File: src/iopr_pkg.sv
/*
 * Constants of the I/O port pin remap block: register map, reset values,
 * unlock keys, remap codes and the unlock sequencer states.
 * Assumes a classic Wishbone slave with 32-bit data and byte addresses.
 */
package iopr_pkg;

   ////////////////////////////////////////////////////////////////////////
   // Register byte offsets
   localparam logic [9:0] OFS_DIRECTION = 10'h000;
   localparam logic [9:0] OFS_LATCH = 10'h004;
   localparam logic [9:0] OFS_LEVEL = 10'h008;
   localparam logic [9:0] OFS_OPEN_DRAIN = 10'h00c;
   localparam logic [9:0] OFS_ANALOG_CFG = 10'h010;
   localparam logic [9:0] OFS_CN_EN_LO = 10'h014;
   localparam logic [9:0] OFS_CN_EN_HI = 10'h018;
   localparam logic [9:0] OFS_PULLUP_LO = 10'h01c;
   localparam logic [9:0] OFS_PULLUP_HI = 10'h020;
   localparam logic [9:0] OFS_OSC_CTRL = 10'h024;
   localparam logic [9:0] OFS_IN_REMAP = 10'h040;
   localparam logic [9:0] OFS_OUT_REMAP = 10'h100;
   localparam int WORD_SHIFT = 2;
   localparam int HALF_WIDTH = 16;

   ////////////////////////////////////////////////////////////////////////
   // Reset values
   localparam logic [31:0] DIRECTION_RESET = 32'hffff_ffff;
   localparam logic [31:0] ANALOG_CFG_RESET = 32'h0000_0000;
   localparam logic [4:0] IN_SEL_RESET = 5'h1f;
   localparam logic [4:0] OUT_SEL_RESET = 5'h00;
   localparam logic LOCK_RESET = 1'b0;
   localparam logic ONE_WAY_RESET = 1'b1;

   ////////////////////////////////////////////////////////////////////////
   // Lock control
   localparam logic [7:0] UNLOCK_KEY1 = 8'h46;
   localparam logic [7:0] UNLOCK_KEY2 = 8'h57;
   localparam int LOCK_BIT = 6;

   ////////////////////////////////////////////////////////////////////////
   // Remap codes
   localparam logic [4:0] IN_SEL_TIE_LOW = 5'h1f;
   localparam logic [4:0] OUT_SEL_NULL = 5'h00;
   localparam logic [4:0] OUT_SEL_COMP1 = 5'h01;
   localparam logic [4:0] OUT_SEL_CAN_TX = 5'h10;
   localparam logic [4:0] OUT_SEL_COMPARE1 = 5'h12;
   localparam logic [4:0] OUT_SEL_COMPARE4 = 5'h15;
   localparam int SEL_W = 5;
   localparam int NUM_CODES = 32;

   typedef enum logic [1:0] {
      KEY_IDLE,
      KEY_FIRST,
      KEY_OPEN
   } iopr_key_t;

endpackage : iopr_pkg

File: src/iopr_pin_remap.sv
/*
 * I/O port pin logic: direction, latch, open drain, analog configuration,
 * change notification with pull-up controls, remappable pin multiplexer,
 * remap lock with key sequence, one-way lock and shadow monitoring.
 * Assumes a classic Wishbone master on clk, pads sampled from outside the
 * clock domain, peripherals on clk, and a static one-way configuration bit.
 */
// The address map and register access over Wishbone were left to the implementer.

// What this block does
// Open-drain bit set: pin only pulls low, released instead of high.
// Analog configuration resets to zero, so shared pins start analog.
// Pin level reads return zero for every pin configured analog.
// Software keeps analog pins as inputs, else own level is converted.
// Software waits one cycle between port change and port read.
// Change on up to 21 selected inputs requests an interrupt.
// Two enable registers give each change pin its own interrupt enable.
// Two pull-up registers enable each change pin's weak pull-up.
// Software should disable pull-ups on pins used as digital outputs.
// Remapping covers up to 26 pins numbered by remappable pin number.
// Each peripheral input has a 5-bit field picking its source pin.
// Input and output remapping use separate independent registers.
// Each remappable pin has a 5-bit field picking its peripheral output.
// Output code zero leaves the pin under port control.
// Output codes map comparators, UARTs, SPIs, audio, CAN, compares.
// Remap writes while locked complete but change nothing.
// Lock is bit 6 of oscillator control; set blocks remap writes.
// Lock changes only after writing 0x46 then 0x57 to the low byte.
// Lock holds its value until changed; one unlock allows many writes.
// Shadow copies watch remap registers; mismatch requests a reset.
// One-way configuration set: lock cannot be cleared once set.
// One-way configuration defaults to set when unprogrammed.
// Direction one is input, zero is output; all inputs after reset.
// Level read returns pins, level write updates latch, latch reads latch.
// An actively driving peripheral takes over the pin's output driver.
// Input code all ones ties peripheral input low; fields reset so.
// Output codes naming no peripheral behave as the null code.
// Lock change without the immediately preceding keys is ignored.
module iopr_pin_remap #(
   parameter int NUM_PINS = 32,
   parameter int NUM_REMAP = 26,
   parameter int NUM_CHANGE = 21,
   parameter int NUM_ANALOG = 16,
   parameter int NUM_PERIPH_IN = 25
) (
   // Clock and reset
   input wire logic clk,
   input wire logic rst_n,
   // Wishbone slave
   input wire logic wb_cyc_i,
   input wire logic wb_stb_i,
   input wire logic wb_we_i,
   input wire logic [9:0] wb_adr_i,
   input wire logic [3:0] wb_sel_i,
   input wire logic [31:0] wb_dat_i,
   output logic [31:0] wb_dat_o,
   output logic wb_ack_o,
   // Pads
   input wire logic [NUM_PINS-1:0] padIn,
   output logic [NUM_PINS-1:0] padOut,
   output logic [NUM_PINS-1:0] padOe,
   output logic [NUM_CHANGE-1:0] weakPullup,
   // Peripherals, outputs and drives indexed by output selection code
   input wire logic [31:0] periphOut,
   input wire logic [31:0] periphDrive,
   output logic [NUM_PERIPH_IN-1:0] periphIn,
   // Configuration word and system requests
   input wire logic oneWayLockCfg,
   output logic changeIrq,
   output logic mismatchReset
);

   typedef logic [iopr_pkg::SEL_W-1:0] iopr_sel_t;

   typedef struct packed {
      logic [NUM_PINS-1:0] direction;
      logic [NUM_PINS-1:0] latch;
      logic [NUM_PINS-1:0] openDrain;
      logic [NUM_ANALOG-1:0] analogCfg;
      logic [NUM_CHANGE-1:0] changeEn;
      logic [NUM_CHANGE-1:0] pullupEn;
      logic [NUM_CHANGE-1:0] changeRef;
      iopr_sel_t [NUM_PERIPH_IN-1:0] inSel;
      iopr_sel_t [NUM_PERIPH_IN-1:0] inShadow;
      iopr_sel_t [NUM_REMAP-1:0] outSel;
      iopr_sel_t [NUM_REMAP-1:0] outShadow;
      logic lock;
      logic oneWay;
      logic cfgCaught;
      iopr_pkg::iopr_key_t keyState;
      logic [NUM_PINS-1:0] padMeta;
      logic [NUM_PINS-1:0] padSync;
      logic [NUM_PINS-1:0] padOut;
      logic [NUM_PINS-1:0] padOe;
      logic [NUM_CHANGE-1:0] weakPullup;
      logic [NUM_PERIPH_IN-1:0] periphIn;
      logic changeIrq;
      logic mismatch;
      logic ack;
      logic [31:0] rdata;
   } iopr_state_t;

   iopr_state_t s;
   iopr_state_t next_s;

   ////////////////////////////////////////////////////////////////////////
   // Helpers

   function automatic logic [31:0] merge(input logic [31:0] old,
                                         input logic [31:0] wdata,
                                         input logic [3:0] sel);
      logic [31:0] res;
      res = old;
      for (int b = 0; b < 4; b++) begin
         if (sel[b]) begin
            res[b*8 +: 8] = wdata[b*8 +: 8];
         end
      end
      return res;
   endfunction : merge

   // Codes that name a peripheral output; all others act as null
   function automatic logic codeValid(input iopr_sel_t code);
      return (code >= iopr_pkg::OUT_SEL_COMP1 &&
              code <= iopr_pkg::OUT_SEL_CAN_TX) ||
             (code >= iopr_pkg::OUT_SEL_COMPARE1 &&
              code <= iopr_pkg::OUT_SEL_COMPARE4);
   endfunction : codeValid

   ////////////////////////////////////////////////////////////////////////
   // Next state

   always_comb begin
      logic req;
      logic wr;
      logic lowByte;
      logic [31:0] rd;
      logic [NUM_PINS-1:0] digitalMask;
      logic [NUM_PINS-1:0] levelView;
      logic [NUM_CHANGE-1:0] changeHit;
      logic [31:0] hiWord;
      iopr_sel_t code;
      logic periphOwns;
      logic value;
      logic drive;
      req = 1'b0;
      wr = 1'b0;
      lowByte = 1'b0;
      rd = 32'h0000_0000;
      digitalMask = '1;
      levelView = '0;
      changeHit = '0;
      hiWord = 32'h0000_0000;
      code = iopr_pkg::OUT_SEL_NULL;
      periphOwns = 1'b0;
      value = 1'b0;
      drive = 1'b0;
      next_s = s;

      // Pad synchronisers
      next_s.padMeta = padIn;
      next_s.padSync = s.padMeta;

      // Configuration word is taken once, after reset release
      if (!s.cfgCaught) begin
         next_s.cfgCaught = 1'b1;
         next_s.oneWay = oneWayLockCfg;
      end

      // Analog pins read as zero
      for (int i = 0; i < NUM_ANALOG; i++) begin
         digitalMask[i] = s.analogCfg[i];
      end
      levelView = s.padSync & digitalMask;

      // Bus request, answered one cycle after it is seen
      req = wb_cyc_i && wb_stb_i && !s.ack;
      wr = req && wb_we_i;
      lowByte = wr && wb_sel_i[0];
      next_s.ack = req;

      // Read data
      unique case (wb_adr_i)
         iopr_pkg::OFS_DIRECTION: rd = 32'(s.direction);
         iopr_pkg::OFS_LATCH: rd = 32'(s.latch);
         iopr_pkg::OFS_LEVEL: rd = 32'(levelView);
         iopr_pkg::OFS_OPEN_DRAIN: rd = 32'(s.openDrain);
         iopr_pkg::OFS_ANALOG_CFG: rd = 32'(s.analogCfg);
         iopr_pkg::OFS_CN_EN_LO:
            rd = 32'(s.changeEn) & 32'h0000_ffff;
         iopr_pkg::OFS_CN_EN_HI:
            rd = 32'(s.changeEn) >> iopr_pkg::HALF_WIDTH;
         iopr_pkg::OFS_PULLUP_LO:
            rd = 32'(s.pullupEn) & 32'h0000_ffff;
         iopr_pkg::OFS_PULLUP_HI:
            rd = 32'(s.pullupEn) >> iopr_pkg::HALF_WIDTH;
         iopr_pkg::OFS_OSC_CTRL: rd[iopr_pkg::LOCK_BIT] = s.lock;
         default: rd = 32'h0000_0000;
      endcase
      for (int i = 0; i < NUM_PERIPH_IN; i++) begin
         if (wb_adr_i == iopr_pkg::OFS_IN_REMAP +
             10'(i << iopr_pkg::WORD_SHIFT)) begin
            rd = 32'(s.inSel[i]);
         end
      end
      for (int i = 0; i < NUM_REMAP; i++) begin
         if (wb_adr_i == iopr_pkg::OFS_OUT_REMAP +
             10'(i << iopr_pkg::WORD_SHIFT)) begin
            rd = 32'(s.outSel[i]);
         end
      end
      if (req && !wb_we_i) begin
         next_s.rdata = rd;
      end

      // Reading the pin levels re-arms change detection
      if (req && !wb_we_i && wb_adr_i == iopr_pkg::OFS_LEVEL) begin
         next_s.changeRef = s.padSync[NUM_CHANGE-1:0];
      end

      // Port register writes
      if (wr) begin
         unique case (wb_adr_i)
            iopr_pkg::OFS_DIRECTION:
               next_s.direction = NUM_PINS'(merge(32'(s.direction),
                  wb_dat_i, wb_sel_i));
            iopr_pkg::OFS_LATCH, iopr_pkg::OFS_LEVEL:
               next_s.latch = NUM_PINS'(merge(32'(s.latch),
                  wb_dat_i, wb_sel_i));
            iopr_pkg::OFS_OPEN_DRAIN:
               next_s.openDrain = NUM_PINS'(merge(32'(s.openDrain),
                  wb_dat_i, wb_sel_i));
            iopr_pkg::OFS_ANALOG_CFG:
               next_s.analogCfg = NUM_ANALOG'(merge(32'(s.analogCfg),
                  wb_dat_i, wb_sel_i));
            iopr_pkg::OFS_CN_EN_LO: begin
               hiWord = merge(32'(s.changeEn), wb_dat_i & 32'h0000_ffff,
                  wb_sel_i & 4'h3);
               next_s.changeEn = NUM_CHANGE'(hiWord);
            end
            iopr_pkg::OFS_CN_EN_HI: begin
               hiWord = merge(32'(s.changeEn) >> iopr_pkg::HALF_WIDTH,
                  wb_dat_i, wb_sel_i);
               next_s.changeEn = NUM_CHANGE'(
                  (hiWord << iopr_pkg::HALF_WIDTH) |
                  (32'(s.changeEn) & 32'h0000_ffff));
            end
            iopr_pkg::OFS_PULLUP_LO: begin
               hiWord = merge(32'(s.pullupEn), wb_dat_i & 32'h0000_ffff,
                  wb_sel_i & 4'h3);
               next_s.pullupEn = NUM_CHANGE'(hiWord);
            end
            iopr_pkg::OFS_PULLUP_HI: begin
               hiWord = merge(32'(s.pullupEn) >> iopr_pkg::HALF_WIDTH,
                  wb_dat_i, wb_sel_i);
               next_s.pullupEn = NUM_CHANGE'(
                  (hiWord << iopr_pkg::HALF_WIDTH) |
                  (32'(s.pullupEn) & 32'h0000_ffff));
            end
            default: begin
            end
         endcase
      end

      // Remap writes, acknowledged but dropped while locked
      if (wr && !s.lock) begin
         for (int i = 0; i < NUM_PERIPH_IN; i++) begin
            if (wb_adr_i == iopr_pkg::OFS_IN_REMAP +
                10'(i << iopr_pkg::WORD_SHIFT) && wb_sel_i[0]) begin
               next_s.inSel[i] = wb_dat_i[iopr_pkg::SEL_W-1:0];
               next_s.inShadow[i] = wb_dat_i[iopr_pkg::SEL_W-1:0];
            end
         end
         for (int i = 0; i < NUM_REMAP; i++) begin
            if (wb_adr_i == iopr_pkg::OFS_OUT_REMAP +
                10'(i << iopr_pkg::WORD_SHIFT) && wb_sel_i[0]) begin
               next_s.outSel[i] = wb_dat_i[iopr_pkg::SEL_W-1:0];
               next_s.outShadow[i] = wb_dat_i[iopr_pkg::SEL_W-1:0];
            end
         end
      end

      // Lock key sequencer; any other write breaks the sequence
      if (wr) begin
         next_s.keyState = iopr_pkg::KEY_IDLE;
         if (wb_adr_i == iopr_pkg::OFS_OSC_CTRL && lowByte) begin
            case (s.keyState)
               iopr_pkg::KEY_IDLE: begin
                  if (wb_dat_i[7:0] == iopr_pkg::UNLOCK_KEY1) begin
                     next_s.keyState = iopr_pkg::KEY_FIRST;
                  end
               end
               iopr_pkg::KEY_FIRST: begin
                  if (wb_dat_i[7:0] == iopr_pkg::UNLOCK_KEY2) begin
                     next_s.keyState = iopr_pkg::KEY_OPEN;
                  end else if (wb_dat_i[7:0] == iopr_pkg::UNLOCK_KEY1) begin
                     next_s.keyState = iopr_pkg::KEY_FIRST;
                  end
               end
               iopr_pkg::KEY_OPEN: begin
                  if (!(s.oneWay && s.lock)) begin
                     next_s.lock = wb_dat_i[iopr_pkg::LOCK_BIT];
                  end
               end
               default: next_s.keyState = iopr_pkg::KEY_IDLE;
            endcase
         end
      end

      // Shadow monitoring, held until system reset
      if (s.inSel != s.inShadow || s.outSel != s.outShadow) begin
         next_s.mismatch = 1'b1;
      end

      // Change notification; disabled pins track their level
      for (int j = 0; j < NUM_CHANGE; j++) begin
         if (!s.changeEn[j]) begin
            next_s.changeRef[j] = s.padSync[j];
         end
         changeHit[j] = s.changeEn[j] && (s.padSync[j] != s.changeRef[j]);
      end
      next_s.changeIrq = |changeHit;
      next_s.weakPullup = s.pullupEn;

      // Peripheral inputs from the selected remappable pin
      for (int i = 0; i < NUM_PERIPH_IN; i++) begin
         if (s.inSel[i] < iopr_sel_t'(NUM_REMAP)) begin
            next_s.periphIn[i] = s.padSync[s.inSel[i]];
         end else begin
            next_s.periphIn[i] = 1'b0;
         end
      end

      // Pad drivers
      for (int i = 0; i < NUM_PINS; i++) begin
         periphOwns = 1'b0;
         value = s.latch[i];
         drive = !s.direction[i];
         if (i < NUM_REMAP) begin
            code = s.outSel[i];
            periphOwns = codeValid(code) && periphDrive[code];
         end
         if (periphOwns) begin
            value = periphOut[code];
            drive = 1'b1;
         end
         if (s.openDrain[i]) begin
            next_s.padOut[i] = 1'b0;
            next_s.padOe[i] = drive && !value;
         end else begin
            next_s.padOut[i] = value;
            next_s.padOe[i] = drive;
         end
      end
   end

   ////////////////////////////////////////////////////////////////////////
   // State register

   always_ff @(posedge clk or negedge rst_n) begin
      if (!rst_n) begin
         s <= '0;
         s.direction <= NUM_PINS'(iopr_pkg::DIRECTION_RESET);
         s.analogCfg <= NUM_ANALOG'(iopr_pkg::ANALOG_CFG_RESET);
         s.inSel <= {NUM_PERIPH_IN{iopr_pkg::IN_SEL_RESET}};
         s.inShadow <= {NUM_PERIPH_IN{iopr_pkg::IN_SEL_RESET}};
         s.outSel <= {NUM_REMAP{iopr_pkg::OUT_SEL_RESET}};
         s.outShadow <= {NUM_REMAP{iopr_pkg::OUT_SEL_RESET}};
         s.lock <= iopr_pkg::LOCK_RESET;
         s.oneWay <= iopr_pkg::ONE_WAY_RESET;
         s.keyState <= iopr_pkg::KEY_IDLE;
      end else begin
         s <= next_s;
      end
   end

   ////////////////////////////////////////////////////////////////////////
   // Outputs

   assign wb_dat_o = s.rdata;
   assign wb_ack_o = s.ack;
   assign padOut = s.padOut;
   assign padOe = s.padOe;
   assign weakPullup = s.weakPullup;
   assign periphIn = s.periphIn;
   assign changeIrq = s.changeIrq;
   assign mismatchReset = s.mismatch;

endmodule : iopr_pin_remap

File: config.mk
export PLATFORM = sky130hd
export DESIGN_NAME = iopr_pin_remap
export DESIGN_NICKNAME = d
export VERILOG_FILES = /design/src/iopr_pkg.sv /design/src/iopr_pin_remap.sv
export SDC_FILE = /design/constraint.sdc
export NUM_CORES = 2
export LEC_CHECK = 0
export BUFFER_PORTS_ARGS = -buffer_cell sky130_fd_sc_hd__buf_2
export CAP_MARGIN = 5
export CELL_PAD_IN_SITES_DETAIL_PLACEMENT = 1
export CELL_PAD_IN_SITES_GLOBAL_PLACEMENT = 2
export CORE_UTILIZATION = 46
export CTS_BUF_LIST = sky130_fd_sc_hd__clkbuf_8 sky130_fd_sc_hd__clkbuf_16
export CTS_CLUSTER_DIAMETER = 80
export DETAILED_ROUTE_END_ITERATION = 12
export PLACE_DENSITY = 0.83
export SYNTH_ARGS = -nofsm -noshare
export SYNTH_HDL_FRONTEND = slang
export SYNTH_SLANG_ARGS = --single-unit
File: constraint.sdc
create_clock -name clk -period 5.65 [get_ports clk]
set_input_delay 0.2825 -clock clk [delete_from_list [all_inputs] [get_ports clk]]
set_output_delay 0.2825 -clock clk [all_outputs]
set_load 0.02 [all_outputs]
======== Yosys cells after proc, flatten, opt, wreduce, memory -nomap -nowiden ========
Index checks and enable logic that the tools add are counted.
word-level totals
  register bits ........................... 643
  bits in latches ......................... 0
  bits in writable memories ............... 0
  memory bits (read-only) ................. 0
  input port bits ......................... 148
  output and inout bits ................... 145
  word-level logic and storage cells ...... 1148
  memories ................................ 0
operators by class
  $add $sub $neg .......................... 0
  multipliers ............................. 0
  divide/modulo/power cells ............... 0
  magnitude comparators ................... 180
  equality and inequality tests ........... 110
  shift operators ......................... 0
  muxes and demuxes ....................... 385
  bitwise operators ....................... 6
  reduce and logical (&&, ||, !) cells .... 362
operators with widths
  operator             number
  $mux 32              51
  $bmux 1 s5           77
  $lt 5x6->1 const B   51
  $eq 10x9->1 const B  26
  $le 5x5->1 const B   52
  $mux 1               240
  $logic_and 1x1->1    191
  $pmux 25 s7          1
  $eq 10x7->1 const B  16
  $ge 5x1->1 const B   26
  $ge 5x5->1 const B   26
  $lt 5x5->1 const B   25
  $reduce_and 2->1     51
  $eq 10x8->1 const B  9
  $pmux 21 s2          2
  $logic_not 1->1      67
  $reduce_and 3->1     20
  $pmux 6 s9           1
  $ne 2x1->1 const B   21
  $or 21x16->21        2
  $eq 10x5->1 const B  4
  $and 32x32->32       1
  $mux 5               6
  $logic_or 1x1->1     26
  20 further kinds     51

======== Depth between registers and ports, before layout ========
  word-level depth ........................ 53
  gate-level depth with buffers ........... 12

======== Worst setup path after synthesis ========
OpenSTA, ideal clock, no wires.
  path kind ............................... reg-to-reg
  start ................................... reg s (netlist bit wb_ack_o)
  end ..................................... reg s[235] in the netlist's numbering
  setup time .............................. 0.125 ns
  arrival time ............................ 2.416 ns
  required time ........................... 5.525 ns
  path slack .............................. 3.109 ns
  stages on the path, launching flop included .. 10
  cells stage by stage .................... dfrtp_1 > and3b_1 > and2_1 > clkbuf_1 > nand2_2 > or2_1 > clkbuf_1 > buf_2 > nor3_2 > mux2_2
RTL lines
  element                 line                   RTL
  start, declared         iopr_pin_remap.sv:103  iopr_state_t s;
  start signal, assigned  iopr_pin_remap.sv:373  s <= next_s;

==> results.yml <==
status:
  status: "complete, no violations"
setup_path:
  cp.required_ns: 6.26
  worstPathArrival_ns: 4.66
  r2r_end: "padOe[7]"
  r2r_cells: 6
  crit_fanout: 18
  start_kind: "flip-flop"
  rr_startpoint: "s[249]"
  end_kind: "flip-flop"
  reg2reg_setup_slack_ns: 1.60
  path_class: "reg2reg"
yosys:
  synthCells: 3928
  syn-num-nets: 4076
  ys.flop_type: "dfrtp_1"
  avgSynthCellArea_um2: 11.8
  seq_area_frac_synth_pct: 35.1
  synth_async_sr_flop_share_pct: 100
  yosysWarnings: 0
  synth-edff-count: 0
  synth_seq_cells: 643
  syn_area_um2: 46400
  synth_cell_type_count: 95
power:
  p_sw_uw: 3230
  power_density_nw_per_um2: 226
  power_frac_seq_pct: 41.5
  peakVddDrop_uv: 192
  power.leakage_uw: 0.0196
  p_sw_share_pct: 28.3
  internal_power_uw: 8190
  power_frac_comb_pct: 12.3
  clock_power_share_pct: 46.2
final_layout:
  stdcell_area_um2: 50400
  nNetsFinal: 3954
  stdcell_count: 5175
  final_layout_size_suffix_gt1_share_pct: 43.3
  area_delta_synth_final_pct: 8.79
  nFillCells: 10117
  fin_util_pct: 50.4
placed_design:
  dpl-instance-area_um2: 47000
  dp_cells: 4958
  io_buffers: 279
  routabilityCongestion: 1.03
  dp_hpwl_mm: 124
floorplan:
  ioPinCount: 293
  die_area_um2: 102000
  dieHeight_um: 319
  num_rows: 116
  die_x_um: 319
  start_util_pct: 46.4
  placeableCoreArea_um2: 100000
clock_network:
  cts_root_buf: "clkbuf_16"
  cts_max_level: 3
  cts_num_sinks: 643
  clk_latency_ns: 0.70
  post_cts_resized: 0
  cts_tree: "built"
  cts_buffers: 78
  clock_path_buffers: 3
  clkTransAtPathRegs_ns: 0.06
sta:
  drv_slew: 0
  relSlewSlack_pct: 12.3
  finalCritPeriodShare_pct: 71.7
  holdWs_ns: 0.0830
  final.setup_skew_ns: 0.0451
  hold_violations: 0
  fin_crit_ns: 4.05
  worstMarginPinSlew_ns: 1.31
  fmax_ghz: 0.247
  rsz0062_at_grt: "false"
  tns_ns: 0
  setup_viol: 0
drt:
  routed_wl_mm: 194
  drtIter0Drc: 5611
  post_drt_wl_per_cell_um: 37.5
  vias: 38566
  detail-route-antenna-nets: 0
  via_per_inst: 7.45
  drtPass1Iterations: 8
  drc: 0
hold_path:
  hold_depth: 3
  hp-class: "in2reg"
  min-delay-start: "wb_sel_i[0]"
  holdPathEnd: "next_s[79]"
run:
  maxCapViolCount: 0
global_routing:
  antenna_found_initial: 14
  grt_max_degree: 139
  grt_pass1_vias: 39587
  grt-ovfl-total: 0
  grt_pass1_wl_mm: 282
  grt_usage_pct: 37.9
==> cells by family after synthesis <==
kind of cell | after synthesis | synth area share [%]
XOR/XNOR | 21 | 0.397
multiplexers | 1057 | 38.2
other | 2 | 0.0162
AO/OA/AOI/OAI | 725 | 10.6
AND/OR/NAND/NOR | 791 | 8.62
flip-flops | 643 | 35.1
buffers and inverters | 689 | 7.02
==> how the worst max path moves through the flow <==
stage | from | end | slack [ns] | cells past startpoint
2_1_floorplan | wb_ack_o | s[235] | 3.11 | 9
3_3_place_gp | wb_adr_i[2] | wb_dat_o[2] | 1.63 | 8
3_5_place_dp | wb_adr_i[3] | wb_dat_o[27] | 1.56 | 10
4_1_cts | s[249] | padOe[7] | 1.94 | 6
5_1_grt | s[249] | padOe[7] | 1.54 | 6
6_report | s[249] | padOe[7] | 1.60 | 6
==> cell usage in the layout, fill, tap and decap left out, types with 11 or more instances in the layout <==
master,instances
a221oi_1,17
nor3_2,19
o21ai_0,145
a222oi_1,13
o22ai_1,37
nand2_1,275
nand4_1,14
inv_1,83
clkbuf_16,79
nor4_1,18
a2111oi_0,12
o31ai_1,11
nor3_1,43
a22o_1,34
nor3b_1,29
a22oi_1,99
clkbuf_8,16
mux4_2,526
o221ai_1,13
dfrtp_1,479
a2bb2oi_1,26
a211oi_1,15
and3_1,12
dfstp_2,158
dlygate4sd3_1,66
buf_4,71
clkinv_2,12
nor2_1,187
buf_2,278
o2111ai_1,24
mux2i_1,99
nand3_1,45
a21oi_1,169
xor2_1,21
nor2b_1,24
nand2b_1,35
mux2_2,430
nor2_2,16
==> cell type report <==
type | count | area (µm²) | area share [%]
Multi-Input combinational cell | 2596 | 26900 | 53.3
Sequential cell | 643 | 16300 | 32.3
Timing Repair Buffer | 419 | 2660 | 5.27
Clock buffer | 95 | 2200 | 4.36
Tap cell | 1298 | 1620 | 3.22
Clock inverter | 50 | 503 | 0.997
Inverter | 68 | 255 | 0.506
Antenna cell | 6 | 15.0 | 0.0298
==> power groups by stage <==
stage                     clock [µW]  combinational (µW)  sequential (µW)
after floorplan                    0                 716             4780
after global placement             0                1260             4810
after detailed placement           0                1290             4810
after CTS                       5340                1330             4730
after global routing            5510                1420             4740
final                           5270                1400             4740
==> synthesized netlist by cell type (11+ instances only) <==
cell       instances  share of area [%]
mux4_2           526                 26
dfrtp_1          485                 26
mux2_2           430                 10
clkbuf_1         361                2.9
nand2_1          275                2.2
nor2_1           189                1.5
a21oi_1          169                1.8
dfstp_2          158                9.0
buf_4            148                2.4
o21ai_0          145                1.6
a22oi_1           99                1.6
mux2i_1           99                2.1
buf_2             70               0.76
inv_1             68               0.55
nand3_1           45               0.49
nor3_1            43               0.46
buf_1             38               0.31
o22ai_1           37               0.50
nand2b_1          35               0.47
a22o_1            34               0.64
nor3b_1           30               0.49
a2bb2oi_1         26               0.49
nor2b_1           25               0.34
o2111ai_1         24               0.45
xor2_1            21               0.40
nor3_2            20               0.43
nor4_1            18               0.24
a221oi_1          17               0.32
a211oi_1          15               0.24
nand4_1           14               0.19
nor2_2            14               0.19
a2111oi_0         13               0.25
a222oi_1          13               0.28
o221ai_1          13               0.25
and3_1            12               0.16
o31ai_1           11               0.18
==> sequential cells by signal (all words and copies together) (netlist names) <==
signal      cells
wb_ack_o        1
changeIrq       1
next_s         53
periphIn       25
weakPullup     21
padOe          32
padOut         32
wb_dat_o       32
s             446
==> metrics by stage <==
step | power, µW | worst slack (ns)
2_1_floorplan | 5500 | 3.11
4_1_cts | 11400 | 1.94
3_3_place_gp | 6070 | 1.63
6_report | 11400 | 1.60
3_5_place_dp | 6100 | 1.56
5_1_grt | 11700 | 1.54
==> what timing repair did <==
action	CTS	global route
setup buffers	0	0
endpoints found under the setup margin	0	0
hold buffers	66	0
hold endpoints to repair	224	0
==> critical path, stage by stage (launching register included) <==
cell and delay, ns:
dfrtp_1 0.96, mux4_2 0.59, mux4_2 0.47, a22oi_1 0.98, a21oi_1 0.47, a21oi_1 0.32, a2bb2oi_1 0.18
==> routing by layer <==
| metal | part of all wire [%] | track usage (%) | vias to the layer above |
|---|---|---|---|
| met4 | 5.6 | 18.3 | 18 |
| met1 | 37 | 50.1 | 19920 |
| met3 | 14 | 13.3 | 755 |
| li1 | - | - | 14727 |
| met2 | 44 | 55.5 | 3146 |
| met5 | 0.15 | 1.37 | - |
Power figures use the tool's default switching activity.
